==> src/rtl/sbc_regmap_pkg.sv <==
// Shared types and constants for the SPI register bank of the system basis chip
package sbc_regmap_pkg;

    // ------------------------------------------------------------------
    // Operating modes and frame states
    // ------------------------------------------------------------------
    typedef enum logic [2:0]
    {
        MODE_INIT = 3'h0,
        MODE_NORMAL = 3'h1,
        MODE_STOP = 3'h3,
        MODE_SLEEP = 3'h2,
        MODE_RESTART = 3'h6,
        MODE_FAIL_SAFE = 3'h7
    } op_mode_t;

    typedef enum logic [1:0]
    {
        FR_IDLE = 2'h0,
        FR_SHIFT = 2'h1,
        FR_END = 2'h3
    } frame_state_t;

    // ------------------------------------------------------------------
    // Frame layout and register banks
    // ------------------------------------------------------------------
    typedef struct packed
    {
        logic [7:0] data;
        logic rw;
        logic [6:0] addr;
    } spi_frame_t;

    localparam int CTRL_COUNT = 10;
    localparam int STAT_COUNT = 8;
    typedef logic [CTRL_COUNT-1:0][7:0] ctrl_bank_t;
    typedef logic [STAT_COUNT-1:0][7:0] stat_bank_t;
    typedef struct packed
    {
        logic hit;
        logic [3:0] idx;
    } reg_sel_t;

    localparam logic [4:0] FRAME_BITS = 5'h10;
    localparam logic [4:0] HALF_FRAME_BITS = 5'h08;
    localparam logic [4:0] BIT_COUNT_MAX = 5'h1F;

    // ------------------------------------------------------------------
    // Register addresses
    // ------------------------------------------------------------------
    localparam logic [6:0] ADDR_MODE_SUPPLY_CONTROL = 7'h01;
    localparam logic [6:0] ADDR_HARDWARE_CONTROL = 7'h02;
    localparam logic [6:0] ADDR_WATCHDOG_CONTROL = 7'h03;
    localparam logic [6:0] ADDR_BUS_CONTROL_ONE = 7'h04;
    localparam logic [6:0] ADDR_BUS_CONTROL_TWO = 7'h05;
    localparam logic [6:0] ADDR_WAKE_CONTROL_ONE = 7'h06;
    localparam logic [6:0] ADDR_WAKE_CONTROL_TWO = 7'h07;
    localparam logic [6:0] ADDR_WAKE_PULL_CONTROL = 7'h08;
    localparam logic [6:0] ADDR_CYCLIC_TIMER_CONTROL = 7'h0C;
    localparam logic [6:0] ADDR_SYSTEM_SCRATCH_CONTROL = 7'h1E;
    localparam logic [6:0] ADDR_SUPPLY_STATUS = 7'h41;
    localparam logic [6:0] ADDR_THERMAL_STATUS = 7'h42;
    localparam logic [6:0] ADDR_DEVICE_STATUS = 7'h43;
    localparam logic [6:0] ADDR_BUS_STATUS_ONE = 7'h44;
    localparam logic [6:0] ADDR_BUS_STATUS_TWO = 7'h45;
    localparam logic [6:0] ADDR_WAKE_STATUS_ONE = 7'h46;
    localparam logic [6:0] ADDR_WAKE_STATUS_TWO = 7'h47;
    localparam logic [6:0] ADDR_WAKE_LEVEL_STATUS = 7'h48;
    localparam logic [6:0] ADDR_SWITCHER_STATUS = 7'h4C;
    localparam logic [6:0] ADDR_PRODUCT_IDENTIFICATION = 7'h7E;

    // Bank indexes of control registers that the logic steers
    localparam logic [3:0] IDX_MODE_SUPPLY = 4'h0;
    localparam logic [3:0] IDX_BUS_ONE = 4'h3;

    // ------------------------------------------------------------------
    // Fields, codes and reset values
    // ------------------------------------------------------------------
    localparam int MODE_FIELD_LSB = 6;
    localparam int SEC_REG_FIELD_LSB = 3;
    localparam logic [7:0] SEC_REG_FIELD_MASK = 8'h18;
    localparam logic [1:0] MODE_CODE_NORMAL = 2'h0;
    localparam logic [1:0] MODE_CODE_SLEEP = 2'h1;
    localparam logic [1:0] MODE_CODE_STOP = 2'h2;
    localparam logic [1:0] MODE_CODE_RESTART = 2'h3;
    localparam int TRX_COUNT = 4;
    localparam logic [1:0] TRX_OFF = 2'h0;
    localparam logic [1:0] TRX_WAKE = 2'h1;
    localparam logic [1:0] TRX_ON = 2'h3;
    localparam ctrl_bank_t CTRL_BANK_RESET = '0;
    localparam stat_bank_t STAT_BANK_RESET = '0;
    localparam logic [10:0] PIN_SYNC_RESET = 11'h001;

endpackage : sbc_regmap_pkg

==> src/rtl/pin_sync.sv <==
// Three-stage pin synchroniser with agreement filter
`timescale 1ns/10ps
`default_nettype none

module pin_sync
#(
    parameter int WIDTH = 1,
    parameter logic [WIDTH-1:0] INIT = '0
)
(
    // Clock, reset, enable
    input wire logic clk,
    input wire logic rst,
    input wire logic ce,
    // Asynchronous pins in, filtered levels out
    input wire logic [WIDTH-1:0] pin,
    output logic [WIDTH-1:0] level
);

    logic [WIDTH-1:0] stage1;
    logic [WIDTH-1:0] stage2;
    logic [WIDTH-1:0] stage3;

    always_ff @(posedge clk or posedge rst)
    begin
        if (rst)
        begin
            stage1 <= INIT;
            stage2 <= INIT;
            stage3 <= INIT;
        end
        else if (ce)
        begin
            stage1 <= pin;
            stage2 <= stage1;
            stage3 <= stage2;
        end
    end

    // A bit only moves once the two late stages agree
    always_ff @(posedge clk or posedge rst)
    begin
        if (rst)
        begin
            level <= INIT;
        end
        else if (ce)
        begin
            level <= (stage2 & stage3) | (level & (stage2 | stage3));
        end
    end

endmodule : pin_sync

`default_nettype wire

==> src/rtl/sbc_spi_regbank.sv <==
// SPI-reached register bank of the system basis chip
`timescale 1ns/10ps
`default_nettype none

// Contract
// - Control registers 01..1E read, bit 7 writes.
// - Written value shows only from the next command.
// - Status 41..7E read, bit 7 also clears 41..47 and 4C.
// - Wake level mirrors pins, clear ignored.
// - Mode field follows every actual mode change.
// - Sleep entry turns transceiver on into wake.
// - Triggered fail-safe output survives sleep entry.
// - Regulator field writable only in normal mode.
// - Transceiver off, on or wake per setting in init and normal; on gives wake in stop, off in restart and fail-safe.
// - Address bits 6..0, selector bit 7.
// - Data byte in bits 15..8, byte-wise.
// - Restart, sleep, fail-safe ignore SPI commands.
module sbc_spi_regbank
#(
    // Arbitrary value
    parameter logic [7:0] PRODUCT_ID = 8'h5A
)
(
    // Clock, reset, enable
    input wire logic CORE_CLK,
    input wire logic RST,
    input wire logic CE,
    // SPI pins
    input wire logic SPI_SEL_N,
    input wire logic SPI_CLK,
    input wire logic SPI_DI,
    output logic SPI_DO,
    output logic SPI_DO_OE_N,
    // Device state
    input wire sbc_regmap_pkg::op_mode_t OPERATING_MODE,
    input wire sbc_regmap_pkg::stat_bank_t STATUS_SET,
    input wire logic [7:0] WAKE_INPUT,
    input wire logic FAIL_SAFE_TRIGGER,
    // Register contents and derived controls
    output var sbc_regmap_pkg::ctrl_bank_t CONTROL,
    output var sbc_regmap_pkg::stat_bank_t STATUS,
    output logic SECONDARY_REGULATOR_ON,
    output logic [3:0] TRX_ACTIVE,
    output logic [3:0] TRX_WAKE_CAPABLE,
    output logic FAIL_SAFE_OUTPUT
);
    import sbc_regmap_pkg::*;

    // ------------------------------------------------------------------
    // Address decode
    // ------------------------------------------------------------------
    function automatic reg_sel_t ctrl_sel(input logic [6:0] addr);
        reg_sel_t s;
        s.hit = 1'b1;
        s.idx = 4'h0;
        case (addr)
            ADDR_MODE_SUPPLY_CONTROL: s.idx = 4'h0;
            ADDR_HARDWARE_CONTROL: s.idx = 4'h1;
            ADDR_WATCHDOG_CONTROL: s.idx = 4'h2;
            ADDR_BUS_CONTROL_ONE: s.idx = 4'h3;
            ADDR_BUS_CONTROL_TWO: s.idx = 4'h4;
            ADDR_WAKE_CONTROL_ONE: s.idx = 4'h5;
            ADDR_WAKE_CONTROL_TWO: s.idx = 4'h6;
            ADDR_WAKE_PULL_CONTROL: s.idx = 4'h7;
            ADDR_CYCLIC_TIMER_CONTROL: s.idx = 4'h8;
            ADDR_SYSTEM_SCRATCH_CONTROL: s.idx = 4'h9;
            default: s.hit = 1'b0;
        endcase
        return s;
    endfunction : ctrl_sel

    // Only the clearable status registers; read-only ones miss here
    function automatic reg_sel_t stat_sel(input logic [6:0] addr);
        reg_sel_t s;
        s.hit = 1'b1;
        s.idx = 4'h0;
        case (addr)
            ADDR_SUPPLY_STATUS: s.idx = 4'h0;
            ADDR_THERMAL_STATUS: s.idx = 4'h1;
            ADDR_DEVICE_STATUS: s.idx = 4'h2;
            ADDR_BUS_STATUS_ONE: s.idx = 4'h3;
            ADDR_BUS_STATUS_TWO: s.idx = 4'h4;
            ADDR_WAKE_STATUS_ONE: s.idx = 4'h5;
            ADDR_WAKE_STATUS_TWO: s.idx = 4'h6;
            ADDR_SWITCHER_STATUS: s.idx = 4'h7;
            default: s.hit = 1'b0;
        endcase
        return s;
    endfunction : stat_sel

    function automatic logic [1:0] mode_code(input op_mode_t m);
        case (m)
            MODE_SLEEP: return MODE_CODE_SLEEP;
            MODE_STOP: return MODE_CODE_STOP;
            MODE_RESTART, MODE_FAIL_SAFE: return MODE_CODE_RESTART;
            default: return MODE_CODE_NORMAL;
        endcase
    endfunction : mode_code

    // ------------------------------------------------------------------
    // Pin synchronisation and edges
    // ------------------------------------------------------------------
    logic [10:0] pins;
    logic sel_n;
    logic sclk;
    logic sdi;
    logic [7:0] wake_level;
    logic sel_n_prev;
    logic sclk_prev;

    pin_sync #(.WIDTH(11), .INIT(PIN_SYNC_RESET)) u_pin_sync
    (
        .clk(CORE_CLK),
        .rst(RST),
        .ce(CE),
        .pin({WAKE_INPUT, SPI_DI, SPI_CLK, SPI_SEL_N}),
        .level(pins)
    );

    assign sel_n = pins[0];
    assign sclk = pins[1];
    assign sdi = pins[2];
    assign wake_level = pins[10:3];

    always_ff @(posedge CORE_CLK or posedge RST)
    begin
        if (RST)
        begin
            sel_n_prev <= 1'b1;
            sclk_prev <= 1'b0;
        end
        else if (CE)
        begin
            sel_n_prev <= sel_n;
            sclk_prev <= sclk;
        end
    end

    logic frame_start;
    logic frame_stop;
    logic clk_fall;
    logic clk_rise;
    assign frame_start = sel_n_prev & ~sel_n;
    assign frame_stop = ~sel_n_prev & sel_n;
    assign clk_fall = ~sel_n & sclk_prev & ~sclk;
    assign clk_rise = ~sel_n & ~sclk_prev & sclk;

    // ------------------------------------------------------------------
    // Frame sequencing
    // ------------------------------------------------------------------
    frame_state_t state;
    spi_frame_t rx;
    logic [4:0] bit_count;
    logic clk_edge_err;
    logic err_flag;
    logic [7:0] tx;
    logic ignore_mode;
    logic frame_ok;
    logic exec;
    reg_sel_t cmd_ctrl;
    reg_sel_t cmd_stat;
    logic [6:0] early_addr;
    logic [7:0] info_field;
    logic [7:0] resp_byte;

    assign ignore_mode = (OPERATING_MODE == MODE_RESTART) || (OPERATING_MODE == MODE_SLEEP)
        || (OPERATING_MODE == MODE_FAIL_SAFE);
    assign frame_ok = (bit_count == FRAME_BITS) && !clk_edge_err && !sclk;
    assign exec = (state == FR_END) && frame_ok && !ignore_mode;
    assign cmd_ctrl = ctrl_sel(rx.addr);
    assign cmd_stat = stat_sel(rx.addr);
    // After seven shifts the address sits in the top of the shifter
    assign early_addr = rx[15:9];

    always_comb
    begin
        info_field = '0;
        for (int i = 0; i < STAT_COUNT; i++)
        begin
            info_field[i] = |STATUS[i];
        end
    end

    // Control response shows the stored value, so a write shows next time
    always_comb
    begin
        reg_sel_t c;
        reg_sel_t s;
        c = ctrl_sel(early_addr);
        s = stat_sel(early_addr);
        resp_byte = 8'h00;
        if (c.hit)
        begin
            resp_byte = CONTROL[c.idx];
        end
        else if (s.hit)
        begin
            resp_byte = STATUS[s.idx];
        end
        else if (early_addr == ADDR_WAKE_LEVEL_STATUS)
        begin
            resp_byte = wake_level;
        end
        else if (early_addr == ADDR_PRODUCT_IDENTIFICATION)
        begin
            resp_byte = PRODUCT_ID;
        end
    end

    always_ff @(posedge CORE_CLK or posedge RST)
    begin
        if (RST)
        begin
            state <= FR_IDLE;
        end
        else if (CE)
        begin
            case (state)
                FR_IDLE: state <= frame_start ? FR_SHIFT : FR_IDLE;
                FR_SHIFT: state <= frame_stop ? FR_END : FR_SHIFT;
                FR_END: state <= FR_IDLE;
                default: state <= FR_IDLE;
            endcase
        end
    end

    // Receive LSB first; bits 6..0 address, 7 selector, 15..8 data
    always_ff @(posedge CORE_CLK or posedge RST)
    begin
        if (RST)
        begin
            rx <= '0;
            bit_count <= 5'h00;
        end
        else if (CE)
        begin
            if (frame_start)
            begin
                bit_count <= 5'h00;
            end
            else if (clk_fall)
            begin
                rx <= {sdi, rx[15:1]};
                if (bit_count != BIT_COUNT_MAX)
                begin
                    bit_count <= bit_count + 5'h01;
                end
            end
        end
    end

    // Clock high at either select edge spoils the frame
    always_ff @(posedge CORE_CLK or posedge RST)
    begin
        if (RST)
        begin
            clk_edge_err <= 1'b0;
            err_flag <= 1'b0;
        end
        else if (CE)
        begin
            if (frame_start)
            begin
                clk_edge_err <= sclk;
            end
            if (state == FR_END)
            begin
                err_flag <= !frame_ok && (bit_count != 5'h00 || clk_edge_err || sclk);
            end
        end
    end

    // Error flag leads, then info field, then the addressed byte
    always_ff @(posedge CORE_CLK or posedge RST)
    begin
        if (RST)
        begin
            tx <= 8'h00;
            SPI_DO <= 1'b0;
            SPI_DO_OE_N <= 1'b1;
        end
        else if (CE)
        begin
            if (frame_start)
            begin
                tx <= info_field;
                SPI_DO <= err_flag;
                SPI_DO_OE_N <= 1'b0;
            end
            else if (frame_stop)
            begin
                SPI_DO_OE_N <= 1'b1;
            end
            else if (clk_fall && bit_count == HALF_FRAME_BITS - 5'h01)
            begin
                tx <= resp_byte;
            end
            else if (clk_rise)
            begin
                SPI_DO <= tx[0];
                tx <= {1'b0, tx[7:1]};
            end
        end
    end

    // ------------------------------------------------------------------
    // Control registers
    // ------------------------------------------------------------------
    op_mode_t mode_prev;
    logic mode_change;
    logic [7:0] next_mode_supply;
    ctrl_bank_t next_control;

    assign mode_change = (OPERATING_MODE != mode_prev);

    always_ff @(posedge CORE_CLK or posedge RST)
    begin
        if (RST)
        begin
            mode_prev <= MODE_INIT;
        end
        else if (CE)
        begin
            mode_prev <= OPERATING_MODE;
        end
    end

    always_comb
    begin
        next_control = CONTROL;
        if (exec && rx.rw && cmd_ctrl.hit)
        begin
            next_control[cmd_ctrl.idx] = rx.data;
            if (cmd_ctrl.idx == IDX_MODE_SUPPLY && OPERATING_MODE != MODE_NORMAL)
            begin
                next_control[IDX_MODE_SUPPLY] = (rx.data & ~SEC_REG_FIELD_MASK)
                    | (CONTROL[IDX_MODE_SUPPLY] & SEC_REG_FIELD_MASK);
            end
        end
        next_mode_supply = next_control[IDX_MODE_SUPPLY];
        if (mode_change)
        begin
            next_mode_supply[MODE_FIELD_LSB +: 2] = mode_code(OPERATING_MODE);
            if (OPERATING_MODE == MODE_SLEEP)
            begin
                for (int t = 0; t < TRX_COUNT; t++)
                begin
                    if (next_control[IDX_BUS_ONE][2*t +: 2] == TRX_ON)
                    begin
                        next_control[IDX_BUS_ONE][2*t +: 2] = TRX_WAKE;
                    end
                end
            end
        end
        next_control[IDX_MODE_SUPPLY] = next_mode_supply;
    end

    always_ff @(posedge CORE_CLK or posedge RST)
    begin
        if (RST)
        begin
            CONTROL <= CTRL_BANK_RESET;
        end
        else if (CE)
        begin
            CONTROL <= next_control;
        end
    end

    // ------------------------------------------------------------------
    // Status registers
    // ------------------------------------------------------------------
    // Set beats clear so an event in the clearing cycle is kept
    always_ff @(posedge CORE_CLK or posedge RST)
    begin
        if (RST)
        begin
            STATUS <= STAT_BANK_RESET;
        end
        else if (CE)
        begin
            for (int i = 0; i < STAT_COUNT; i++)
            begin
                if (exec && rx.rw && cmd_stat.hit && cmd_stat.idx == 4'(i))
                begin
                    STATUS[i] <= STATUS_SET[i];
                end
                else
                begin
                    STATUS[i] <= STATUS[i] | STATUS_SET[i];
                end
            end
        end
    end
    // Wake level and identity are not in the clearable decode

    // ------------------------------------------------------------------
    // Derived controls
    // ------------------------------------------------------------------
    always_ff @(posedge CORE_CLK or posedge RST)
    begin
        if (RST)
        begin
            TRX_ACTIVE <= 4'h0;
            TRX_WAKE_CAPABLE <= 4'h0;
            SECONDARY_REGULATOR_ON <= 1'b0;
        end
        else if (CE)
        begin
            for (int t = 0; t < TRX_COUNT; t++)
            begin
                TRX_ACTIVE[t] <= (CONTROL[IDX_BUS_ONE][2*t +: 2] == TRX_ON)
                    && (OPERATING_MODE == MODE_NORMAL || OPERATING_MODE == MODE_INIT);
                TRX_WAKE_CAPABLE[t] <= (CONTROL[IDX_BUS_ONE][2*t +: 2] == TRX_WAKE)
                    || ((CONTROL[IDX_BUS_ONE][2*t +: 2] == TRX_ON)
                    && OPERATING_MODE == MODE_STOP);
            end
            // Regulator may run in stop and sleep; its diagnosis stays live
            SECONDARY_REGULATOR_ON <= |CONTROL[IDX_MODE_SUPPLY][SEC_REG_FIELD_LSB +: 2];
        end
    end

    // Mode changes never release a triggered fail-safe output
    always_ff @(posedge CORE_CLK or posedge RST)
    begin
        if (RST)
        begin
            FAIL_SAFE_OUTPUT <= 1'b0;
        end
        else if (CE && FAIL_SAFE_TRIGGER)
        begin
            FAIL_SAFE_OUTPUT <= 1'b1;
        end
    end

endmodule : sbc_spi_regbank

`default_nettype wire

==> config.mk <==
export PLATFORM = sky130hd
export DESIGN_NAME = sbc_spi_regbank
export DESIGN_NICKNAME = d
export VERILOG_FILES = /design/src/rtl/sbc_regmap_pkg.sv /design/src/rtl/pin_sync.sv /design/src/rtl/sbc_spi_regbank.sv
export SDC_FILE = /design/constraint.sdc
export NUM_CORES = 1
export LEC_CHECK = 0
export ABC_CLOCK_PERIOD_IN_PS = 7900
export CAP_MARGIN = 20
export CORE_ASPECT_RATIO = 1.4
export CORE_MARGIN = 2
export CORE_UTILIZATION = 25
export CTS_CLUSTER_DIAMETER = 60
export CTS_CLUSTER_SIZE = 14
export DETAILED_ROUTE_END_ITERATION = 8
export DONT_BUFFER_PORTS = 1
export MAX_ROUTING_LAYER = met4
export PLACE_DENSITY_LB_ADDON = 0.05
export SLEW_MARGIN = 20
export SYNTH_ARGS = -nofsm -noshare
export SYNTH_HDL_FRONTEND = slang
export SYNTH_SLANG_ARGS = --single-unit
==> constraint.sdc <==
create_clock -name CORE_CLK -period 7.9 [get_ports CORE_CLK]
set_input_delay 1.185 -clock CORE_CLK [delete_from_list [all_inputs] [get_ports CORE_CLK]]
set_output_delay 1.185 -clock CORE_CLK [all_outputs]
set_load 0.01 [all_outputs]
==> impl_metrics.toml <==
[run_status]
run_status = "finished clean"

[timing]
worst_pin_slew_ps = 991
setup_ws_ps = 4090
final_min_period_over_clock_period = 0.482
setup-violations-final = 0
slew_viol_final = 0
layout_min_cycle_time_ps = 3810
clock.fmax_ghz = 0.263
final.setup_skew_ps = 16.5
holdWs_ps = 472
slew_headroom = 0.333
post_route_setup_tns_ps = 0
final_hold_vio_count = 0
grt_setup_unrepaired = "false"

[routing]
drc = 0
detailroute.via_count = 8678
wl_per_cell_um = 26.6
drt-vias-per-instance = 5.19
detail_route.iter0.violations = 558
wl_um = 44400
postRouteAntennaNets = 0
drt_first_pass_iters = 5

[place]
place_hpwl_um = 32200
io_buffer_count = 0
preCtsSetupSlack_ps = 4050
placement.cell_area_um2 = 12200
gp_routability_congestion = 0.801

[min_path]
destination_of_the_worst_hold_path = "err_flag$_DFFE_PP0P_"
hold_path.class = "flop to flop"
timing.hold.worst_path_depth = 2
min_from = "err_flag$_DFFE_PP0P_"

[cts]
clock_tree_from_tritoncts = "built"
clock_tree.root_cell = "sky130_fd_sc_hd__clkbuf_16"
cts.sink_count = 238
clk_latency_ps = 570
cts_htree_levels = 1
cts_setup_buffers = 0
clock_tree.buffer_depth = 3
cts.repair.resized = 0
postCtsHoldBufs = 0
clkSlewWorstSetupHoldPaths_ps = 70
cts_buffers = 28

[job]
cap_viol_max_count = 0

[logic_synthesis]
yosysWarnings = 0
postSynth.topFlopCell = "sky130_fd_sc_hd__dfrtp_1"
synth_common_cells = "232 x sky130_fd_sc_hd__dfrtp_1, 111 x sky130_fd_sc_hd__mux2_2, 87 x sky130_fd_sc_hd__o21ai_0"
yosys-top-cells-area = "sky130_fd_sc_hd__dfrtp_1 50%, sky130_fd_sc_hd__mux2_2 11%, sky130_fd_sc_hd__a22o_1 5.1%, sky130_fd_sc_hd__o21ai_0 3.8%, sky130_fd_sc_hd__mux2i_1 3.1%"
synth.yosys.seq_area_share = 0.514
post_synth_top_area_share = 0.500
syn-cell-area_um2 = 11600
syn-num-nets = 1152
yosysMostFrequentCell = "sky130_fd_sc_hd__dfrtp_1"
syn-instance-count = 1065
synth_cell_types = 82
synth-edff-count = 0
async_reset_ff_frac = 1.00
post_synthesis_average_cell_area_um2 = 10.9
total_of_flip_flops_plus_latches_after_synthesis = 238
synth_largest_area_cell = "sky130_fd_sc_hd__dfrtp_1"

[setup_path]
setup.worst_path.class = "flop to flop"
ff2ff_path_depth = 7
setup.worst_path.end_class = "flop"
timing.critical_path.required_ps = 8310
critical_path.top_delay_family = "compound AO/OA/AOI/OAI gates"
ff_to_ff_end = "tx[5]$_DFFE_PP0P_"
worst_ep_arrival_time_ps = 4210
crit_path_max_incr_delay_ps = 750
critical_path.slowest_cell = "sky130_fd_sc_hd__a31o_1"
critPathBufInv = 1
setup.worst_path.start_class = "flop"
critical_path_cell_list = "inv_1 > nand2_1 > a31o_1 > mux2_2 > a22o_1 > nor3_1 > o22ai_1"
timing.reg2reg.setup_slack_ps = 4090
critPathMaxFanout = 18
worst_r2r_startpoint = "early_addr[0]$_DFFE_PP0P_"

[global_routing]
grt_antenna_before_repair = 0
global_route.usage.total = 0.188
grt_start_max_net_pins = 166
globalRouteOverflowTotal = 0
grt_first_pass_wirelength_um = 64800
via_count_of_the_first_global_routing_pass = 8951

[layout]
layout.nets = 1122
drive_above_1_share = 0.185
syn2layout_area_growth_pct = 12.8
antennaDiodeCount = 0
post-route-cell-area_um2 = 13100

[floorplan]
core.rowCount = 93
core_um2 = 46000
start_util = 0.253
fp.dieH_um = 259
die_x_um = 186
ports = 238
die_area_um2 = 48200

[pwr]
power.density_nw_per_um2 = 308
p_leak_nw = 5.44
p_total_mw = 4.03
peakVddDrop_v = 0.000153
[through the flow]
step / cells / utilization
final: 1671 / 0.285
after CTS: 1671 / 0.285
after detailed placement: 1622 / 0.265
after global placement: 1622 / 0.265
after global routing: 1671 / 0.285
after floorplan: 1065 / -
[layer usage]
layer	vias up	share of wire	global-route usage
li1	3893	-	-
met1	4472	0.40	0.219
met2	251	0.51	0.327
met3	62	0.059	0.0366
met4	0	0.028	0.0580
met5	-	0	-
[registers in the layout, indices dropped and copies added (netlist names), 2 cells and up]
register and cells:
CONTROL 80, STATUS 64, u_pin_sync.level 11, u_pin_sync.stage1 11, u_pin_sync.stage2 11, u_pin_sync.stage3 11, rx 9, tx 8
early_addr 7, bit_count 5, TRX_ACTIVE 4, TRX_WAKE_CAPABLE 4, mode_prev 3, state 2
[where the power goes]
group	internal, mW	switching (mW)
clock	0.729	0.595
sequential	1.35	0.200
combinational	0.399	0.760
[area by class of cell]
cell class,instances,area (µm²)
Clock buffer,33,751
Clock inverter,16,171
Fill cell,4854,32900
Inverter,35,139
Multi-Input combinational cell,724,5230
Sequential cell,238,5960
Tap cell,617,772
Timing Repair Buffer,8,72.6
[how the worst max path moves through the flow]
stage / startpoint / depth (start not counted) / to / slack, ps
after CTS: early_addr[0]$_DFFE_PP0P_ / 7 / tx[5]$_DFFE_PP0P_ / 4040
after detailed placement: early_addr[0]$_DFFE_PP0P_ / 7 / tx[5]$_DFFE_PP0P_ / 4050
after floorplan: RST / 1 / CONTROL[0]$_DFFE_PP0P_ / 190
final: early_addr[0]$_DFFE_PP0P_ / 7 / tx[5]$_DFFE_PP0P_ / 4090
after global routing: early_addr[0]$_DFFE_PP0P_ / 7 / tx[5]$_DFFE_PP0P_ / 4020
after global placement: early_addr[0]$_DFFE_PP0P_ / 7 / tx[5]$_DFFE_PP0P_ / 4100
[kinds of logic after synthesis]
kind of cell	count (synthesis)	share of synthesized area
buffers and inverters	103	0.0360
muxes	151	0.143
xor gates and xnor gates	11	0.00830
AOI/OAI and AO/OA	286	0.172
DFF	238	0.514
and+or+nand+nor	271	0.122
adders and majority gates	5	0.00539
[tightest hold or removal path: stages, from the launching register on]
cell	delay (ps)
sky130_fd_sc_hd__dfrtp_1	340
sky130_fd_sc_hd__nand2_1	40
sky130_fd_sc_hd__o21ai_0	60
[cells in the final DEF, fill, tap and decap left out, types with 4 or more instances in the layout]
| cell type | instances |
|---|---|
| sky130_fd_sc_hd__nand2_1 | 81 |
| sky130_fd_sc_hd__xnor2_1 | 7 |
| sky130_fd_sc_hd__nand3_1 | 21 |
| sky130_fd_sc_hd__o22ai_1 | 11 |
| sky130_fd_sc_hd__o221ai_1 | 12 |
| sky130_fd_sc_hd__and3_1 | 10 |
| sky130_fd_sc_hd__nor2_1 | 49 |
| sky130_fd_sc_hd__a21oi_1 | 37 |
| sky130_fd_sc_hd__dfrtp_1 | 232 |
| sky130_fd_sc_hd__nand4_1 | 13 |
| sky130_fd_sc_hd__nand3b_1 | 4 |
| sky130_fd_sc_hd__a211o_1 | 7 |
| sky130_fd_sc_hd__o21ai_0 | 87 |
| sky130_fd_sc_hd__a22o_1 | 67 |
| sky130_fd_sc_hd__a31oi_1 | 5 |
| sky130_fd_sc_hd__mux2_2 | 111 |
| sky130_fd_sc_hd__xor2_1 | 4 |
| sky130_fd_sc_hd__mux2i_1 | 36 |
| sky130_fd_sc_hd__inv_6 | 6 |
| sky130_fd_sc_hd__clkbuf_16 | 29 |
| sky130_fd_sc_hd__nor4_1 | 18 |
| sky130_fd_sc_hd__nor2b_1 | 5 |
| sky130_fd_sc_hd__a31o_1 | 4 |
| sky130_fd_sc_hd__ha_1 | 5 |
| sky130_fd_sc_hd__nor3_1 | 19 |
| sky130_fd_sc_hd__nand2b_1 | 12 |
| sky130_fd_sc_hd__nand4b_1 | 6 |
| sky130_fd_sc_hd__nor3b_2 | 4 |
| sky130_fd_sc_hd__a21boi_0 | 4 |
| sky130_fd_sc_hd__a221oi_1 | 5 |
| sky130_fd_sc_hd__buf_4 | 7 |
| sky130_fd_sc_hd__a32o_1 | 4 |
| sky130_fd_sc_hd__o21ai_1 | 4 |
| sky130_fd_sc_hd__mux2_1 | 4 |
| sky130_fd_sc_hd__dfstp_2 | 6 |
| sky130_fd_sc_hd__inv_1 | 33 |
(Power assumes the default switching activity.)
